File: src/shared/csb_map.svh
`ifndef CSB_MAP_SVH
`define CSB_MAP_SVH

// System clock rate and time bases
`define CSB_CLK_HZ 32'h01312D00
`define CSB_MS_PER_S 32'h000003E8
`define CSB_TONE_HZ 32'h000007D0

// Strap sampling delay after reset release, in clock cycles
`define CSB_STRAP_WAIT 8'h10

// Blink timings in milliseconds
`define CSB_SLOW_ON_MS 16'h01F4
`define CSB_SLOW_PERIOD_MS 16'h03E8
`define CSB_FAST_ON_MS 16'h0190
`define CSB_FAST_PERIOD_MS 16'h04B0

// Buzzer timings in milliseconds
`define CSB_XFER_TONE_MS 16'h0190
`define CSB_ALARM_SOUND_MS 16'h7530
`define CSB_ALARM_CYCLE_MS 16'hEA60

// Operating state codes on the state input
`define CSB_CODE_STANDBY 3'h0
`define CSB_CODE_TRANSFER 3'h1
`define CSB_CODE_COMPLETE 3'h2
`define CSB_CODE_FAULT 3'h3
`define CSB_CODE_FODWARN 3'h4

`endif

File: src/shared/csb_pkg.sv
package csb_pkg;

  typedef enum logic [2:0] {
    CSB_STANDBY = 3'b000,
    CSB_TRANSFER = 3'b001,
    CSB_COMPLETE = 3'b010,
    CSB_FAULT = 3'b011,
    CSB_FODWARN = 3'b100
  } csb_mode_t;

endpackage

File: src/core/csb_top.sv
`timescale 1ns/1ps
`include "csb_map.svh"

module csb_top
  import csb_pkg::*;
#(
  parameter int MS_DIV = `CSB_CLK_HZ / `CSB_MS_PER_S,
  parameter int TONE_DIV = `CSB_CLK_HZ / (2 * `CSB_TONE_HZ)
) (
  input wire logic CORE_CLK_IN,
  input wire logic RST_IN,
  input wire logic [2:0] STATE_IN,
  input wire logic BUZZER_EN_IN,
  input wire logic BUZZER_DC_IN,
  input wire logic GREEN_INDICATOR_PIN_IN,
  output logic GREEN_INDICATOR_PIN_OUT,
  output logic GREEN_INDICATOR_PIN_OE_N_OUT,
  output logic RED_INDICATOR_BUZZER_PIN_OUT,
  output logic RED_INDICATOR_BUZZER_PIN_OE_N_OUT,
  output logic STANDBY_LAMPS_ON_OUT,
  output logic STRAP_DONE_OUT,
  output logic [2:0] MODE_OUT,
  output logic BUZZER_ACTIVE_OUT
);

  localparam logic [7:0] ALARM_SOUND_CYC = 8'(`CSB_ALARM_SOUND_MS / `CSB_FAST_PERIOD_MS);
  localparam logic [7:0] ALARM_CYC = 8'(`CSB_ALARM_CYCLE_MS / `CSB_FAST_PERIOD_MS);

  ////////////////////////////////////////////////////////////////
  // State decode
  function automatic logic decode_valid(input logic [2:0] code);
    decode_valid = (code == `CSB_CODE_STANDBY) || (code == `CSB_CODE_TRANSFER) ||
      (code == `CSB_CODE_COMPLETE) || (code == `CSB_CODE_FAULT) ||
      (code == `CSB_CODE_FODWARN);
  endfunction

  function automatic csb_mode_t decode_mode(input logic [2:0] code);
    if (code == `CSB_CODE_TRANSFER) begin
      decode_mode = CSB_TRANSFER;
    end else if (code == `CSB_CODE_COMPLETE) begin
      decode_mode = CSB_COMPLETE;
    end else if (code == `CSB_CODE_FAULT) begin
      decode_mode = CSB_FAULT;
    end else if (code == `CSB_CODE_FODWARN) begin
      decode_mode = CSB_FODWARN;
    end else begin
      decode_mode = CSB_STANDBY;
    end
  endfunction

  ////////////////////////////////////////////////////////////////
  // Strap synchroniser and capture
  logic strap_meta;
  logic strap_sync;
  logic [7:0] strap_cnt;
  logic [7:0] next_strap_cnt;
  logic strap_done;
  logic next_strap_done;
  logic stby_on;
  logic next_stby_on;

  always_comb begin
    next_strap_cnt = strap_cnt;
    next_strap_done = strap_done;
    next_stby_on = stby_on;
    if (!strap_done) begin
      if (strap_cnt == `CSB_STRAP_WAIT) begin
        next_strap_done = 1'b1;
        next_stby_on = ~strap_sync;
      end else begin
        next_strap_cnt = strap_cnt + 8'h01;
      end
    end
  end

  always_ff @(posedge CORE_CLK_IN or posedge RST_IN) begin
    if (RST_IN) begin
      strap_meta <= 1'b0;
      strap_sync <= 1'b0;
      strap_cnt <= 8'h00;
      strap_done <= 1'b0;
      stby_on <= 1'b0;
    end else begin
      strap_meta <= GREEN_INDICATOR_PIN_IN;
      strap_sync <= strap_meta;
      strap_cnt <= next_strap_cnt;
      strap_done <= next_strap_done;
      stby_on <= next_stby_on;
    end
  end

  ////////////////////////////////////////////////////////////////
  // Indication mode and timers
  csb_mode_t mode;
  csb_mode_t next_mode;
  logic mode_chg;
  logic ms_tick;
  logic tone_tick;
  logic [15:0] ms_cnt;
  logic [15:0] next_ms_cnt;
  logic [7:0] cyc_cnt;
  logic [7:0] next_cyc_cnt;
  logic [15:0] tone_ms;
  logic [15:0] next_tone_ms;
  logic [15:0] period;
  logic alarm_on;
  logic sounding;

  assign mode_chg = strap_done && decode_valid(STATE_IN) &&
    (decode_mode(STATE_IN) != mode);

  csb_tick #(
    .DIV(MS_DIV)
  ) u_ms_tick (
    .clk_in(CORE_CLK_IN),
    .rst_in(RST_IN),
    .clr_in(mode_chg),
    .tick_out(ms_tick)
  );

  csb_tick #(
    .DIV(TONE_DIV)
  ) u_tone_tick (
    .clk_in(CORE_CLK_IN),
    .rst_in(RST_IN),
    .clr_in(~sounding),
    .tick_out(tone_tick)
  );

  always_comb begin
    period = (mode == CSB_FODWARN) ? `CSB_FAST_PERIOD_MS : `CSB_SLOW_PERIOD_MS;
    next_mode = mode;
    next_ms_cnt = ms_cnt;
    next_cyc_cnt = cyc_cnt;
    next_tone_ms = tone_ms;
    if (mode_chg) begin
      next_mode = decode_mode(STATE_IN);
      next_ms_cnt = 16'h0000;
      next_cyc_cnt = 8'h00;
      if (decode_mode(STATE_IN) == CSB_TRANSFER) begin
        next_tone_ms = `CSB_XFER_TONE_MS;
      end else begin
        next_tone_ms = 16'h0000;
      end
    end else if (ms_tick) begin
      if (ms_cnt == period - 16'h0001) begin
        next_ms_cnt = 16'h0000;
        if (cyc_cnt == ALARM_CYC - 8'h01) begin
          next_cyc_cnt = 8'h00;
        end else begin
          next_cyc_cnt = cyc_cnt + 8'h01;
        end
      end else begin
        next_ms_cnt = ms_cnt + 16'h0001;
      end
      if (tone_ms != 16'h0000) begin
        next_tone_ms = tone_ms - 16'h0001;
      end
    end
  end

  always_ff @(posedge CORE_CLK_IN or posedge RST_IN) begin
    if (RST_IN) begin
      mode <= CSB_STANDBY;
      ms_cnt <= 16'h0000;
      cyc_cnt <= 8'h00;
      tone_ms <= 16'h0000;
    end else begin
      mode <= next_mode;
      ms_cnt <= next_ms_cnt;
      cyc_cnt <= next_cyc_cnt;
      tone_ms <= next_tone_ms;
    end
  end

  ////////////////////////////////////////////////////////////////
  // Lamp and buzzer outputs
  logic green_lit;
  logic red_lit;
  logic sq;
  logic next_sq;
  logic green_out;
  logic green_oe_n;
  logic red_out;
  logic red_oe_n;
  logic next_green_out;
  logic next_green_oe_n;
  logic next_red_out;
  logic next_red_oe_n;

  assign alarm_on = (mode == CSB_FODWARN) && (cyc_cnt < ALARM_SOUND_CYC) &&
    (ms_cnt < `CSB_FAST_ON_MS);
  assign sounding = BUZZER_EN_IN && ((tone_ms != 16'h0000) || alarm_on);

  always_comb begin
    green_lit = 1'b0;
    red_lit = 1'b0;
    case (mode)
      CSB_STANDBY: begin
        green_lit = stby_on;
        red_lit = stby_on;
      end
      CSB_TRANSFER: begin
        green_lit = ms_cnt < `CSB_SLOW_ON_MS;
      end
      CSB_COMPLETE: begin
        green_lit = 1'b1;
      end
      CSB_FAULT: begin
        red_lit = 1'b1;
      end
      CSB_FODWARN: begin
        red_lit = ms_cnt < `CSB_FAST_ON_MS;
      end
      default: begin
        green_lit = 1'b0;
      end
    endcase
    next_sq = sounding ? (sq ^ tone_tick) : 1'b0;
    next_green_out = 1'b0;
    next_green_oe_n = ~(strap_done && green_lit);
    next_red_out = 1'b0;
    next_red_oe_n = ~(strap_done && red_lit);
    if (sounding) begin
      next_red_oe_n = 1'b0;
      next_red_out = BUZZER_DC_IN ? 1'b1 : sq;
    end
  end

  always_ff @(posedge CORE_CLK_IN or posedge RST_IN) begin
    if (RST_IN) begin
      sq <= 1'b0;
      green_out <= 1'b0;
      green_oe_n <= 1'b1;
      red_out <= 1'b0;
      red_oe_n <= 1'b1;
    end else begin
      sq <= next_sq;
      green_out <= next_green_out;
      green_oe_n <= next_green_oe_n;
      red_out <= next_red_out;
      red_oe_n <= next_red_oe_n;
    end
  end

  assign GREEN_INDICATOR_PIN_OUT = green_out;
  assign GREEN_INDICATOR_PIN_OE_N_OUT = green_oe_n;
  assign RED_INDICATOR_BUZZER_PIN_OUT = red_out;
  assign RED_INDICATOR_BUZZER_PIN_OE_N_OUT = red_oe_n;
  assign STANDBY_LAMPS_ON_OUT = stby_on;
  assign STRAP_DONE_OUT = strap_done;
  assign MODE_OUT = mode;
  assign BUZZER_ACTIVE_OUT = sounding;

endmodule

File: src/core/csb_tick.sv
`timescale 1ns/1ps

module csb_tick #(
  parameter int DIV = 20000
) (
  input wire logic clk_in,
  input wire logic rst_in,
  input wire logic clr_in,
  output logic tick_out
);

  logic [23:0] cnt;
  logic [23:0] next_cnt;
  logic tick;
  logic next_tick;

  localparam logic [23:0] LAST = 24'(DIV - 1);

  ////////////////////////////////////////////////////////////////
  // Prescaler, restarts from zero on clear
  always_comb begin
    next_cnt = cnt + 24'h000001;
    next_tick = 1'b0;
    if (clr_in) begin
      next_cnt = 24'h000000;
    end else if (cnt == LAST) begin
      next_cnt = 24'h000000;
      next_tick = 1'b1;
    end
  end

  always_ff @(posedge clk_in or posedge rst_in) begin
    if (rst_in) begin
      cnt <= 24'h000000;
      tick <= 1'b0;
    end else begin
      cnt <= next_cnt;
      tick <= next_tick;
    end
  end

  assign tick_out = tick;

endmodule

File: config.mk
export PLATFORM = sky130hd
export DESIGN_NAME = csb_top
export DESIGN_NICKNAME = d
export VERILOG_FILES = /design/src/shared/csb_pkg.sv /design/src/core/csb_top.sv /design/src/core/csb_tick.sv
export VERILOG_INCLUDE_DIRS = /design/src /design/src/shared
export SDC_FILE = /design/constraint.sdc
export NUM_CORES = 1
export LEC_CHECK = 0
export BUFFER_PORTS_ARGS = -buffer_cell sky130_fd_sc_hd__buf_2
export CORE_AREA = 2 2 131 133
export DETAILED_ROUTE_END_ITERATION = 7
export DIE_AREA = 0 0 133 135
export SYNTH_ARGS = -nofsm -noshare
export SYNTH_HDL_FRONTEND = slang
export SYNTH_HIERARCHICAL = 1
export SYNTH_SLANG_ARGS = --single-unit
File: constraint.sdc
create_clock -name CORE_CLK_IN -period 5.74 [get_ports CORE_CLK_IN]
set_input_delay 0.861 -clock CORE_CLK_IN [delete_from_list [all_inputs] [get_ports CORE_CLK_IN]]
set_output_delay 0.861 -clock CORE_CLK_IN [all_outputs]
set_load 0.01 [all_outputs]
# Yosys cells after proc, flatten, opt, wreduce, memory -nomap -nowiden
# Cells that the tools add are included.
# op_classes
n_addsub	7
magnitude_cmp	3
n_eq_ne	15
mux	33
bitwise_logic	6
n_reduce_logical	22
# ops
cell	n
16-bit two-way mux	6
24-bit two-way mux	4
24-bit by 1-bit adder with 24-bit output, second input constant	2
16-bit by 9-bit < comparator with 1-bit output, second input constant	2
8-bit two-way mux	4
24-bit by 13-bit == test with 1-bit output, second input constant	1
24-bit by 15-bit == test with 1-bit output, second input constant	1
16-bit by 1-bit adder with 16-bit output, second input constant	1
8-bit by 1-bit adder with 8-bit output, second input constant	2
16-bit == test	1
16-bit nonzero test	1
16-bit by 1-bit subtractor with 16-bit output, second input constant	1
3-bit two-way mux	5
3-bit by 2-bit == test with 1-bit output, second input constant	4
11-bit by 1-bit subtractor with 12-bit output, second input constant	1
11-bit two-way mux	1
1-bit two-way mux	10
3-bit by 1-bit == test with 1-bit output, second input constant	3
9-bit two-way mux	1
8-bit by 5-bit == test with 1-bit output, second input constant	1
8-bit by 6-bit == test with 1-bit output, second input constant	1
8-bit by 5-bit < comparator with 1-bit output, second input constant	1
2-bit AND reduction	4
1-bit logical AND	7
other kinds (8)	21
# totals
regBits	109
inputBits	8
output_inout_bits	10
wordCells	103

# Depth between registers and ports, before layout
# logic_depth
depth_word	11
depth_mapped	10

# By module
# The synthesis kept the hierarchy.
# modules_own_cells
mod	instances	cells_each	area_each_um2
csb_top	1	338	3121.7
csb_tick (u_ms_tick)	1	137	1288.7
csb_tick (u_tone_tick)	1	131	1244.9

# Worst setup path after synthesis
# Ideal clock, no wire load.
# synth_path
path_type	reg-to-output
from	register ms_cnt[12]
to	output BUZZER_ACTIVE_OUT
arrival_ns	1.981
required_ns	4.879
setup_slack_ns	2.898
path_stages_with_launch	6
path_buffers	0
cell_sequence	dfrtp_1 or4_4 or4_4 nor3_1 o21ai_0 inv_1
# synth_between
elab_chain_cells	4
# synth_lines
element	line	text
start, declared	csb_top.sv:99	logic [15:0] ms_cnt;
start signal, assigned	csb_top.sv:170	ms_cnt <= next_ms_cnt;
16-bit by 9-bit < comparator with 1-bit output (no line)	-	
1-bit logical AND	csb_top.sv:191	assign alarm_on = (mode == CSB_FODWARN) && (cyc_cnt < ALARM_SOUND_CYC) &&
1-bit logical OR	csb_top.sv:193	assign sounding = BUZZER_EN_IN && ((tone_ms != 16'h0000) || alarm_on);
1-bit logical AND	csb_top.sv:193	
end, declared	csb_top.sv:23	output logic BUZZER_ACTIVE_OUT
# No other way between the ends.

# Final worst setup path
# Same ends and word-level chain as after synthesis.

==> results by stage <==
Status:
- The flow ran to the end, and the final reports show no timing, DRC or antenna violations.

Timing:
- The final setup violation count is 0.
- Subtracting the final worst setup slack from the clock period gives between 3 and 4 ns.
- The final number of max-transition violations was 0.
- The number of hold-slack violations in the final timing report came to 0.
- The actual slew at the worst max-slew pin is 0.9962 ns.
- The max-slew headroom at the worst pin is 0.3330.
- In the finished design, the share of the clock period the worst path needs comes to 0.5761.
- For this run, the top clock speed supported by timing is between 300 and 400 MHz.
- The summed negative setup slack over all endpoints is 0 ns.
- Setup repair after global routing left no endpoint under its margin.
- Final hold analysis gives a worst-case slack of roughly 0.37 ns.
- For the final database, setup skew stands at around 0.0077 ns.

Setup path:
- The category of the most critical setup path is reg2out.
- The endpoint required time on the critical path is 4.88 ns.
- The worst-path maximum fanout is 10.
- In this design, the critical path's most frequently occurring cell is sky130_fd_sc_hd__or4_4.
- The startpoint class of the critical path is a flop.
- Data arrives at the worst endpoint at between 2 and 2.5 ns.
- The stage delay of the slowest cell on the critical path is ~0.57 ns.
- The signal on the critical path passes through or4_4, or4_4, nor3_1, o21ai_0, buf_4, inv_1, buf_2.
- The largest individual stage delay along the critical path comes from the cell sky130_fd_sc_hd__or4_4.
- STA classifies the critical path endpoint as an output port.

Routing:
- The routed length per instance is 13.88 microns.
- The first-pass iteration count of the detailed router is 4.
- The total wire length is ~12 mm.
- The first-iteration detailed-routing DRC count is 260.
- Dividing the detail-routed via count by the number of cells gives approximately 5.3.
- The total number of vias is ~4500.
- The post-route DRC violation count is 0.
- The final antenna-violating net count is 0.

Global routing:
- The first global-routing pass estimated 20.80 mm of wire.
- The total congestion overflow after global routing is 0.
- In the global route stage, overall resource usage came out at 0.1399.
- The initial antenna violation count came to 0.
- The pin count of the biggest net entering global routing is 60.
- The number of global-route vias before repair was roughly 4400.

Floorplan:
- During I/O placement, the number of pins put on the boundary was 18.
- After floorplanning, the core was divided into 47 placement rows.
- For this configuration, the core starts out at a cell density of 0.3447.
- The floorplan step defined a die boundary enclosing roughly 18000 sq um.
- From bottom edge to top edge, the die measures ~140 microns.
- The floorplan step set the die width to ~130 microns.
- The area of the placeable core is between 15000 and 20000 sq um.

Logic synthesis:
- The number of nets handed over by synthesis was approximately 620.
- The top-area cell type share of the netlist area is 0.4735.
- After synthesis, the cell types taking the most area are sky130_fd_sc_hd__dfrtp_1, sky130_fd_sc_hd__xnor2_1, sky130_fd_sc_hd__nor2_1.
- The number of distinct library cells after synthesis is 48.
- The sequential element share of the synthesized area is 0.4827.
- Yosys printed 6 warnings.
- The share of async-settable or async-resettable flops after synthesis is 1.000.
- The post-synthesis area per instance is 9.332 sq um.
- The synthesized netlist occupies a cell area of 5655 sq um.
- In the synthesized netlist, the number of instances is ~600.
- The post-synthesis cell type with the largest combined area is sky130_fd_sc_hd__dfrtp_1.
- Yosys mapped a number of flops with a built-in enable equal to 0.
- For this run, the leading register cell type out of synthesis is sky130_fd_sc_hd__dfrtp_1.
- The flip-flop and latch count after synthesis is around 110.

Clock network:
- The cell at the root of the clock tree is sky130_fd_sc_hd__clkbuf_16.
- The clock latency reported for the late side of the worst-skew pair is 0.35 ns.
- The clock buffer count from CTS is 9.
- The maximum clock insertion buffer count is 2.
- The clock net in this run drives a total of between 100 and 150 sinks.
- The TritonCTS clock tree is built.
- Clock-pin slew was measured on the worst setup and hold paths at 0.07 ns.
- CTS built an H-tree with a depth of 3.
- In this run, post-CTS repair resized a total of 0 instances.
- The number of buffers added for setup after CTS is 0.
- The hold buffer count at cts is 0.

Pwr:
- The peak ir drop on the vdd network is 0.1485 mV.
- The power per cell area is ~240 nW/um^2.
- Summed over all cells, the static leakage comes to about 0.0024 uW.
- The sum of internal, switching and leakage power is between 1500 and 2000 uW.

Cells and area:
- Leaving out fill and tap cells, the most frequent cell in the layout is sky130_fd_sc_hd__dfrtp_1.
- In the layout the commonest cells are sky130_fd_sc_hd__dfrtp_1, sky130_fd_sc_hd__nor2_1, sky130_fd_sc_hd__nand2_1.
- The number of antenna diodes in the final layout is 0.
- The final layout contains approximately 640 nets.
- The area growth from synthesis to layout is 10.86%.
- The final core utilization is 0.3821.
- Of the cells placed in the final design, the portion with a size suffix greater than 1 is 0.08668.

Place:
- The routability congestion estimate is ~0.80.
- In this run the tool buffered the top-level ports with 16 buffer cells.
- Detailed placement finished with a half-perimeter wire length of around 8 mm.

Worst hold path:
- The worst hold path class is reg2reg.

Job:
- The number of max-cap violations is 0.
==> final timing paths <==
check | startpoint | end | slack [ns] | cells past startpoint
setup / recovery | ms_cnt[12] | BUZZER_ACTIVE_OUT | 2.43 | 7
hold / removal | strap_meta | strap_sync | 0.37 | 0
setup reg to reg | MODE_OUT[0] | ms_cnt[11] | 3.01 | 5
hold reg to reg | strap_meta | strap_sync | 0.37 | 0
max in group asynchronous | RST_IN | u_tone_tick/cnt[11] | 4.36 | 2
min in group asynchronous | RST_IN | tone_ms[12] | 0.75 | 3
==> power breakdown <==
part / internal, uW / switching (uW) / total, uW
Sequential: 784 / 17.1 / 801
Clock: 341 / 284 / 624
Combinational: 31.3 / 74.2 / 105
Total: 1160 / 375 / 1530
==> through the flow <==
step | setup WS, ns | instances | instance area, sq um
2_1_floorplan | 2.898 | 606 | 5655
3_3_place_gp | 2.817 | 828 | 5973
3_5_place_dp | 2.793 | 828 | 5973
4_1_cts | 2.396 | 843 | 6270
5_1_grt | 2.169 | 843 | 6270
6_report | 2.433 | 843 | 6270
==> flip-flops by register name, indices dropped and copies added, names as in the netlist, 3 cells and up <==
signal / count
u_tone_tick/cnt: 24
ms_cnt: 16
MODE_OUT: 3
strap_cnt: 8
cyc_cnt: 8
u_ms_tick/cnt: 24
tone_ms: 16
==> routing by layer <==
layer | wire, microns | up-vias | GRT usage
li1 | - | 2185 | -
met1 | 5664 | 2197 | 0.1837
met2 | 5418 | 88 | 0.2271
met3 | 469 | 16 | 0.04129
met4 | 148 | 0 | 0.03644
met5 | 0 | - | 0
==> final cells by class <==
| class | count | area (sq um) |
|---|---|---|
| Clock buffer | 9 | 225.2 |
| Clock inverter | 6 | 71.32 |
| Fill cell | 1587 | 10140 |
| Inverter | 29 | 108.9 |
| Multi-Input combinational cell | 449 | 2741 |
| Sequential cell | 109 | 2730 |
| Tap cell | 220 | 275.3 |
| Timing Repair Buffer | 21 | 117.6 |
==> logic make-up (layout without fill, tap and decap cells) <==
| family | count (synthesis) | after routing | share of synthesized area |
|---|---|---|---|
| other | 1 | 1 | 0.0006631 |
| adders and majority gates | 10 | 10 | 0.02212 |
| DFF | 109 | 109 | 0.4827 |
| muxes | 1 | 1 | 0.001770 |
| AOI/OAI and AO/OA | 90 | 90 | 0.08982 |
| and+or+nand+nor | 289 | 289 | 0.2796 |
| buffers and inverters | 48 | 65 | 0.03341 |
| xor gates and xnor gates | 58 | 58 | 0.08982 |
==> worst max-delay path, delay by kind of cell (launching register included) <==
family / cells / cell delay [ns]
AND/OR/NAND/NOR: 3 / 1.22
flip-flops: 1 / 0.42
buffers and inverters: 3 / 0.36
AO/OA/AOI/OAI: 1 / 0.10
==> synth_stat cells (all sizes together), types with 4 or more instances <==
| cell | n |
|---|---|
| clkbuf | 13 |
| or4 | 20 |
| a31oi | 4 |
| nor4 | 27 |
| nand3 | 32 |
| inv | 29 |
| xor2 | 22 |
| and4 | 5 |
| o31ai | 9 |
| nor3 | 16 |
| and3 | 7 |
| o21ai | 30 |
| dfrtp | 107 |
| ha | 10 |
| nor2 | 72 |
| or3 | 16 |
| nand2 | 45 |
| nor3b | 4 |
| nand3b | 5 |
| xnor2 | 36 |
| buf | 6 |
| nand4 | 24 |
| a21oi | 40 |
(Power assumes the default switching activity.)
